==> src/hw/pvic_pkg.sv <==
/*
 * Constants, register map and carrier types of the prioritized vector
 * interrupt controller. Assumes a 32-bit classic Wishbone register bus.
 */
// Operation
// - Accept 148 vectors: 140 peripheral, 8 software
// - External groups occupy fixed peripheral vector slots
// - Each source owns a unique 9-bit vector
// - Per-source writable priority, sixteen levels
// - Higher pending priority preempts running work
// - Push preempted priority on acknowledge, pop at end
// - Current priority is a software-writable mask
// - Eight software set/clear request bits
// - Vector delivered by hardware or register read
// - Request reaches processor within three clocks
package pvic_pkg;
	localparam int N_SW = 8;
	localparam int N_PER = 140;
	localparam int N_VEC = 148;
	localparam int VEC_W = 9;
	localparam int PRI_W = 4;
	localparam int LIFO_DEPTH = 16;
	// ---------------------------------------------------------------
	// Vector layout: software first, peripherals from N_SW upward
	// ---------------------------------------------------------------
	localparam int SW_BASE = 0;
	localparam int PER_BASE = 8;
	localparam int EXT16_VEC0 = 41;
	localparam int EXT16_NUM = 2;
	localparam int WKUP_VEC0 = 46;
	localparam int WKUP_NUM = 3;
	// ---------------------------------------------------------------
	// Register byte offsets
	// ---------------------------------------------------------------
	localparam logic [7:0] REG_CTRL = 8'h00;
	localparam logic [7:0] REG_CUR_PRI = 8'h04;
	localparam logic [7:0] REG_VEC_ACK = 8'h08;
	localparam logic [7:0] REG_END_SVC = 8'h0c;
	localparam logic [7:0] REG_SW_REQ = 8'h10;
	localparam logic [7:0] REG_PRI_SEL = 8'h14;
	localparam logic [7:0] REG_PRI_VAL = 8'h18;
	localparam logic [7:0] REG_EVT_STAT = 8'h1c;
	localparam logic [7:0] REG_EVT_MASK = 8'h20;
	localparam logic [7:0] REG_LIFO_LVL = 8'h24;
	// ---------------------------------------------------------------
	// Field positions and reset values
	// ---------------------------------------------------------------
	localparam int CTRL_HWVEC_BIT = 0;
	localparam int SW_CLR_LSB = 8;
	localparam int EVT_ACK_BIT = 0;
	localparam int EVT_OVF_BIT = 1;
	localparam int EVT_UNF_BIT = 2;
	localparam int EVT_W = 3;
	localparam logic [PRI_W-1:0] CUR_PRI_RST = 4'h0;
	localparam logic [PRI_W-1:0] PRI_RST = 4'h0;
	localparam logic [31:0] CTRL_RST = 32'h0000_0000;
	localparam int REQ_LATENCY_CLK = 3;

	typedef struct packed {
		logic irq;
		logic [VEC_W-1:0] vec;
	} pvic_cpu_s;

	typedef struct packed {
		logic found;
		logic [PRI_W-1:0] pri;
		logic [VEC_W-1:0] vec;
	} pvic_best_s;
endpackage

==> src/hw/pvic_ctrl.sv <==
/*
 * Prioritized vector interrupt controller: request capture, priority
 * arbitration, current-priority mask with preemption stack, software
 * requests and a classic Wishbone register slave.
 * Assumes peripheral request lines are levels synchronous to clk_i and
 * that the core pulses cpu_ack_i for one cycle when it takes a vector.
 */
// Decided for this implementation: the placing of the registers and register access over Wishbone.
`timescale 1ns/1ps
module pvic_ctrl #(
	parameter int N_PER = pvic_pkg::N_PER,
	parameter int LIFO_DEPTH = pvic_pkg::LIFO_DEPTH
) (
	input wire logic clk_i,
	input wire logic rst_i,
	input wire logic [N_PER-1:0] per_req_i,
	input wire logic wb_cyc_i,
	input wire logic wb_stb_i,
	input wire logic wb_we_i,
	input wire logic [7:0] wb_adr_i,
	input wire logic [3:0] wb_sel_i,
	input wire logic [31:0] wb_dat_i,
	output logic [31:0] wb_dat_o,
	output logic wb_ack_o,
	input wire logic cpu_ack_i,
	output pvic_pkg::pvic_cpu_s cpu_o,
	output logic irq_o
);
	localparam int NV = pvic_pkg::N_SW + N_PER;
	localparam int PW = pvic_pkg::PRI_W;
	localparam int SPW = $clog2(LIFO_DEPTH + 1);

	// ---------------------------------------------------------------
	// Arbitration
	// ---------------------------------------------------------------
	function automatic pvic_pkg::pvic_best_s pick(input logic [NV-1:0] pend,
			input logic [PW-1:0] pri [NV]);
		pvic_pkg::pvic_best_s b;
		b = '0;
		for (int i = 0; i < NV; i++) begin
			// Strict compare keeps the lowest vector on ties
			if (pend[i] && pri[i] != '0 && (!b.found || pri[i] > b.pri)) begin
				b.found = 1'b1;
				b.pri = pri[i];
				b.vec = pvic_pkg::VEC_W'(i);
			end
		end
		return b;
	endfunction

	function automatic logic lane(input logic [3:0] sel, input int bitpos);
		return sel[bitpos / 8];
	endfunction

	logic [N_PER-1:0] per_q, per_d;
	logic [pvic_pkg::N_SW-1:0] sw_q, sw_d;
	logic [PW-1:0] pri_q [NV];
	logic [PW-1:0] pri_d [NV];
	logic [PW-1:0] cur_q, cur_d;
	logic [PW-1:0] stk_q [LIFO_DEPTH];
	logic [PW-1:0] stk_d [LIFO_DEPTH];
	logic [SPW-1:0] sp_q, sp_d;
	pvic_pkg::pvic_best_s best_q, best_d;
	pvic_pkg::pvic_cpu_s cpu_q, cpu_d;
	logic hwvec_q, hwvec_d;
	logic [7:0] psel_q, psel_d;
	logic [pvic_pkg::EVT_W-1:0] evt_q, evt_d, msk_q, msk_d;
	logic ack_q, ack_d;
	logic [31:0] rd_q, rd_d;
	logic irq_q, irq_d;

	logic acc, wr, rd, take, end_svc;
	logic [pvic_pkg::EVT_W-1:0] evt_set;

	// Access completes on the cycle ack is shown
	assign acc = wb_cyc_i && wb_stb_i && ack_q;
	assign wr = acc && wb_we_i;
	assign rd = acc && !wb_we_i;
	// Hardware mode takes the core's strobe, software mode the vector read
	assign take = hwvec_q ? cpu_ack_i : (rd && wb_adr_i == pvic_pkg::REG_VEC_ACK);
	assign end_svc = wr && wb_adr_i == pvic_pkg::REG_END_SVC;

	// ---------------------------------------------------------------
	// Request path: capture, pick, compare - one clock each
	// ---------------------------------------------------------------
	always_comb begin
		// External and wakeup groups arrive on fixed lines of this bus
		per_d = per_req_i;
		best_d = pick({per_q, sw_q}, pri_q);
		// Pending above the running priority raises the request
		irq_d = best_q.found && best_q.pri > cur_d;
		cpu_d.irq = irq_d;
		cpu_d.vec = best_q.found ? best_q.vec : cpu_q.vec;
	end

	always_ff @(posedge clk_i) begin
		if (rst_i) begin
			per_q <= '0;
			best_q <= '0;
			cpu_q <= '0;
		end else begin
			per_q <= per_d;
			best_q <= best_d;
			cpu_q <= cpu_d;
		end
	end

	assign cpu_o = cpu_q;

	// ---------------------------------------------------------------
	// Current priority and preemption stack
	// ---------------------------------------------------------------
	always_comb begin
		cur_d = cur_q;
		sp_d = sp_q;
		stk_d = stk_q;
		evt_set = '0;
		if (take && cpu_q.irq) begin
			evt_set[pvic_pkg::EVT_ACK_BIT] = 1'b1;
			if (sp_q == SPW'(LIFO_DEPTH)) begin
				evt_set[pvic_pkg::EVT_OVF_BIT] = 1'b1;
			end else begin
				stk_d[sp_q[SPW-2:0]] = cur_q;
				sp_d = sp_q + SPW'(1);
			end
			cur_d = best_q.pri;
		end else if (end_svc) begin
			if (sp_q == '0) begin
				evt_set[pvic_pkg::EVT_UNF_BIT] = 1'b1;
			end else begin
				sp_d = sp_q - SPW'(1);
				cur_d = stk_q[sp_d[SPW-2:0]];
			end
		end else if (wr && wb_adr_i == pvic_pkg::REG_CUR_PRI && wb_sel_i[0]) begin
			// Raising this blocks equal-ceiling tasks from preempting
			cur_d = wb_dat_i[PW-1:0];
		end
	end

	always_ff @(posedge clk_i) begin
		if (rst_i) begin
			cur_q <= pvic_pkg::CUR_PRI_RST;
			sp_q <= '0;
			for (int i = 0; i < LIFO_DEPTH; i++) begin
				stk_q[i] <= pvic_pkg::CUR_PRI_RST;
			end
		end else begin
			cur_q <= cur_d;
			sp_q <= sp_d;
			stk_q <= stk_d;
		end
	end

	// ---------------------------------------------------------------
	// Software registers
	// ---------------------------------------------------------------
	always_comb begin
		sw_d = sw_q;
		pri_d = pri_q;
		hwvec_d = hwvec_q;
		psel_d = psel_q;
		msk_d = msk_q;
		evt_d = evt_q;
		if (wr) begin
			case (wb_adr_i)
				pvic_pkg::REG_CTRL: begin
					if (wb_sel_i[0]) begin
						hwvec_d = wb_dat_i[pvic_pkg::CTRL_HWVEC_BIT];
					end
				end
				pvic_pkg::REG_SW_REQ: begin
					// Set in low byte, clear in next; set wins
					if (lane(wb_sel_i, pvic_pkg::SW_CLR_LSB)) begin
						sw_d = sw_d & ~wb_dat_i[pvic_pkg::SW_CLR_LSB +: pvic_pkg::N_SW];
					end
					if (wb_sel_i[0]) begin
						sw_d = sw_d | wb_dat_i[pvic_pkg::N_SW-1:0];
					end
				end
				pvic_pkg::REG_PRI_SEL: begin
					if (wb_sel_i[0]) begin
						psel_d = wb_dat_i[7:0];
					end
				end
				pvic_pkg::REG_PRI_VAL: begin
					if (wb_sel_i[0] && psel_q < 8'(NV)) begin
						pri_d[psel_q] = wb_dat_i[PW-1:0];
					end
				end
				pvic_pkg::REG_EVT_MASK: begin
					if (wb_sel_i[0]) begin
						msk_d = wb_dat_i[pvic_pkg::EVT_W-1:0];
					end
				end
				pvic_pkg::REG_EVT_STAT: begin
					if (wb_sel_i[0]) begin
						evt_d = evt_q & ~wb_dat_i[pvic_pkg::EVT_W-1:0];
					end
				end
				default: begin
				end
			endcase
		end
		// New events beat a same-cycle clear
		evt_d = evt_d | evt_set;
	end

	always_ff @(posedge clk_i) begin
		if (rst_i) begin
			sw_q <= '0;
			hwvec_q <= pvic_pkg::CTRL_RST[pvic_pkg::CTRL_HWVEC_BIT];
			psel_q <= '0;
			msk_q <= '0;
			evt_q <= '0;
			for (int i = 0; i < NV; i++) begin
				pri_q[i] <= pvic_pkg::PRI_RST;
			end
		end else begin
			sw_q <= sw_d;
			hwvec_q <= hwvec_d;
			psel_q <= psel_d;
			msk_q <= msk_d;
			evt_q <= evt_d;
			pri_q <= pri_d;
		end
	end

	// ---------------------------------------------------------------
	// Wishbone answer: ack one clock after the strobe, data registered
	// ---------------------------------------------------------------
	always_comb begin
		ack_d = wb_cyc_i && wb_stb_i && !ack_q;
		rd_d = '0;
		case (wb_adr_i)
			pvic_pkg::REG_CTRL: rd_d[pvic_pkg::CTRL_HWVEC_BIT] = hwvec_q;
			pvic_pkg::REG_CUR_PRI: rd_d[PW-1:0] = cur_q;
			// Vector with its priority; in software mode reading it is the acknowledge
			pvic_pkg::REG_VEC_ACK: rd_d = {15'h0000, cpu_q.irq, 3'h0, best_q.pri,
				cpu_q.vec};
			pvic_pkg::REG_SW_REQ: rd_d[pvic_pkg::N_SW-1:0] = sw_q;
			pvic_pkg::REG_PRI_SEL: rd_d[7:0] = psel_q;
			pvic_pkg::REG_PRI_VAL: rd_d[PW-1:0] = (psel_q < 8'(NV)) ? pri_q[psel_q] : '0;
			pvic_pkg::REG_EVT_STAT: rd_d[pvic_pkg::EVT_W-1:0] = evt_q;
			pvic_pkg::REG_EVT_MASK: rd_d[pvic_pkg::EVT_W-1:0] = msk_q;
			pvic_pkg::REG_LIFO_LVL: rd_d[SPW-1:0] = sp_q;
			default: rd_d = '0;
		endcase
	end

	always_ff @(posedge clk_i) begin
		if (rst_i) begin
			ack_q <= 1'b0;
			rd_q <= '0;
			irq_q <= 1'b0;
		end else begin
			ack_q <= ack_d;
			rd_q <= rd_d;
			irq_q <= |(evt_d & msk_q);
		end
	end

	assign wb_ack_o = ack_q;
	assign wb_dat_o = rd_q;
	assign irq_o = irq_q;
endmodule

==> config.mk <==
export PLATFORM = sky130hd
export DESIGN_NAME = pvic_ctrl
export DESIGN_NICKNAME = d
export VERILOG_FILES = /design/src/hw/pvic_pkg.sv /design/src/hw/pvic_ctrl.sv
export SDC_FILE = /design/constraint.sdc
export NUM_CORES = 2
export LEC_CHECK = 0
export ABC_AREA = 1
export BUFFER_PORTS_ARGS = -buffer_cell sky130_fd_sc_hd__buf_2
export CORE_ASPECT_RATIO = 1.5
export CORE_MARGIN = 3
export CORE_UTILIZATION = 55
export DETAILED_ROUTE_END_ITERATION = 6
export PLACE_DENSITY = 0.84
export REMOVE_ABC_BUFFERS = 1
export SKIP_LAST_GASP = 1
export SLEW_MARGIN = 40
export SYNTH_ARGS = -nofsm -noshare
export SYNTH_HDL_FRONTEND = slang
export SYNTH_SLANG_ARGS = --single-unit
==> constraint.sdc <==
create_clock -name clk_i -period 246.4 [get_ports clk_i]
set_input_delay 36.96 -clock clk_i [delete_from_list [all_inputs] [get_ports clk_i]]
set_output_delay 36.96 -clock clk_i [all_outputs]
set_load 0.01 [all_outputs]
==> results.ini <==
[outcome]
status = finished, violations left
violations = design-rule violations

[yosys]
yosysWarnings = 0
ys_ff_latch = 865
synthesis.area_mm2 = 0.06583
async_flop_share_pct = 0
synthFlopType = dfxtp_1
netlist_instances = 10160
synth-edff-count = 0
postSynthAreaPerCell_um2 = 6.479
ys_types = 66
ys_seq_area_share_pct = 26.31

[global_routing]
grt_pass1_wl_mm = 344.4
grt_max_degree = 229
antenna_found_initial = 8
overflow = 0
grt_pass1_vias = 65850
grt.total_usage_pct = 34.62

[floorplanning]
die_area_mm2 = 0.1240
coreArea_mm2 = 0.1181
die_w_um = 288.5
start_util_pct = 55.73
ioPinCount = 234
num_rows = 154
die_h_um = 429.7

[sta]
max_freq_mhz = 5.541
worstMarginPinSlew_ps = 944.0
finalHoldViolations = 0
finalSetupTns_ps = 0
period_needed_ps = 180490
setup_viol = 0
layout_setup_ws_ps = 65910
maxSlewViolCount = 0
rsz0062_at_grt = no
final.period_utilization_pct = 73.25
fin_skew_ps = 22.99
slew_headroom_pct = 37.07

[detailed_routing]
first_iter_violations = 6951
vias = 70490
routed_wl_mm = 224.5
vias_per_cell = 5.992
dr.pass1.iters = 7
wl_per_cell_um = 19.09
ant_nets = 0
drc = 4

[critical_path]
crit_top_cell = nand2_1
arrival_ps = 181120
critical_path.startpoint_type = register
startpoint = pri_q[588]$_SDFFE_PP0P_
rrSetupSlack_ps = 65910
slowest_delay_ps = 550
crit_required_ps = 247030
cp_slowest_cell = o21ai_0
crit_family = simple AND/OR/NAND/NOR gates
critPathMaxFanout = 12
crit_type = register to register
worst-path-buf-inv = 81
critPathCaptureType = register
rr_startpoint = pri_q[588]$_SDFFE_PP0P_

[power]
seqPwrFrac_pct = 46.9
power_density_mw_per_mm2 = 4.299
switching_share_pct = 24.04
power_frac_comb_pct = 3.6
cellLeakagePower_nw = 32.86
p_int_mw = 0.2295
clockPowerShare_pct = 49.4
vdd.ir_drop.worst_mv = 0.005202
p_sw_mw = 0.07262

[final_layout]
area_delta_synth_final_pct = 6.763
utilization_pct = 59.50
layout-drive-gt1-share_pct = 9.950
fin_cells = 11760
fillCellCount = 10940
final_nets = 10780

[clock_network]
clk_pin_slew_ps = 60
cts_hold_buf = 0
cts_root_buf = clkbuf_16
cts.sinks = 865
cts_buffers = 91
cts_buffer_depth = 3
post_cts_resized = 0
cts_tree = built
cts_setup_buffers = 0
htree_levels = 3
clk-insertion-delay-late_ps = 750

[placement]
numPortBuffers = 195
place_congestion = 1.029
hpwl_mm = 164.3
pre_cts_slack_ps = 70110
placedCellCount = 11600

[job]
max-cap-violations = 0

[hold_path]
hp-class = register to register
min_from = stk_q[28]$_SDFFE_PP0P_

==> cell usage after synthesis (4+ instances only) <==
cell / n / area (µm²)
nand2_1: 1666 / 6254
o21a_4: 7 / 105.1
o21bai_1: 142 / 1066
o211ai_1: 16 / 120.1
a21oi_1: 753 / 3769
and2_1: 8 / 50.05
ha_1: 458 / 5731
o221ai_1: 37 / 324.1
a22o_1: 6 / 52.55
nand3_1: 919 / 4599
clkbuf_1: 242 / 908.4
inv_2: 85 / 319.1
or2_2: 51 / 319.1
o21ai_1: 51 / 255.2
dfxtp_1: 865 / 17320
nor3_1: 28 / 140.1
o21ai_0: 1184 / 5926
o21a_1: 80 / 600.6
nand3_2: 10 / 100.1
nand2_4: 28 / 315.3
bufinv_8: 9 / 157.7
nand4_1: 320 / 2002
nor2_2: 4 / 25.02
clkinv_1: 17 / 63.81
a22oi_1: 45 / 337.8
nand2_2: 349 / 2183
nor2_1: 493 / 1851
a41oi_1: 61 / 534.3
a31oi_1: 35 / 219.0
o21ai_2: 15 / 131.4
o22ai_1: 221 / 1383
clkbuf_8: 4 / 55.05
inv_1: 1720 / 6456
or2_1: 10 / 62.56
buf_6: 91 / 1025
buf_4: 38 / 285.3
and3_2: 4 / 30.03
buf_1: 20 / 75.07
a221oi_1: 23 / 201.4
==> tightest hold or removal path, stage by stage (launching register included) <==
cell	delay (ps)
dfxtp_1	300
inv_1	40
a21oi_1	50
==> state kept, by name, indices dropped and copies added (netlist names), 4 cells and up <==
name / flops
best_q: 13
cpu_o: 9
wb_dat_o: 13
sp_q: 5
per_q: 140
sw_q: 8
stk_q: 64
cur_q: 4
psel_q: 8
pri_q: 592
==> cell type report <==
class                   count  area (µm²)  share of cell area, %
flip-flops and latches    865       17320                  24.64
clock inverters            44       563.0                 0.8012
inverters                1838        7088                  10.09
diodes                      3       7.507                0.01068
repair buffers            256        1528                  2.174
multi-input cells        7079       39250                  55.85
clock buffers             119        2576                  3.666
well taps                1560        1952                  2.777
==> cell usage in the layout, fill, tap and decap left out, drive strengths merged, types with 67 or more instances in the layout <==
cell / count
o21a: 90
nand4: 322
o21bai: 142
o21ai: 1250
o22ai: 221
buf: 256
nand3: 929
inv: 1815
a21oi: 753
nand2: 2043
dfxtp: 865
clkbuf: 119
ha: 458
nor2: 497
a41oi: 67
==> power by group through the flow <==
| stage | Combinational, mW | Clock [mW] | Sequential, mW |
|---|---|---|---|
| after floorplan | 0.00507 | 0 | 0.144 |
| after global placement | 0.0104 | 0 | 0.145 |
| after detailed placement | 0.0107 | 0 | 0.145 |
| after CTS | 0.0107 | 0.150 | 0.142 |
| after global routing | 0.0119 | 0.155 | 0.142 |
| final | 0.0110 | 0.149 | 0.142 |
==> worst paths after layout <==
| kind | to | depth (start not counted) |
|---|---|---|
| min reg2reg | stk_q[28]$_SDFFE_PP0P_ | 2 |
| max | best_q[6]$_SDFF_PP0_ | 760 |
| max reg2reg | best_q[6]$_SDFF_PP0_ | 1434 |
| min | stk_q[28]$_SDFFE_PP0P_ | 2 |
==> metrics by stage <==
step                hold slack, ps  total power, mW  instance area [µm²]
detailed placement           436.8           0.1555                67070
CTS                          445.5           0.3026                70210
finish                       448.3           0.3021                70280
global route                 472.9           0.3090                70270
floorplan                    421.9           0.1495                63530
global placement             419.9           0.1552                66970
==> kinds of logic (layout without fill, tap and decap cells) <==
family	after synthesis	after routing	share of synthesized area [%]
other	1	23	0.005697
AND/OR/NAND/NOR	3900	3900	27.38
buffers and inverters	2235	2257	14.34
AO/OA/AOI/OAI	2698	2698	23.23
flip-flops	865	865	26.31
adder cells (fa/ha/maj)	458	458	8.705
XOR/XNOR	3	3	0.03992
==> layer usage <==
layer	part of all wire, %	GRT usage (%)	vias to the layer above
met2	45	57.18	3496
li1	-	-	33860
met3	9.3	6.709	1051
met1	36	39.06	32080
met5	0.0067	0	-
met4	8.8	26.67	2
(Power assumes the default switching activity.)
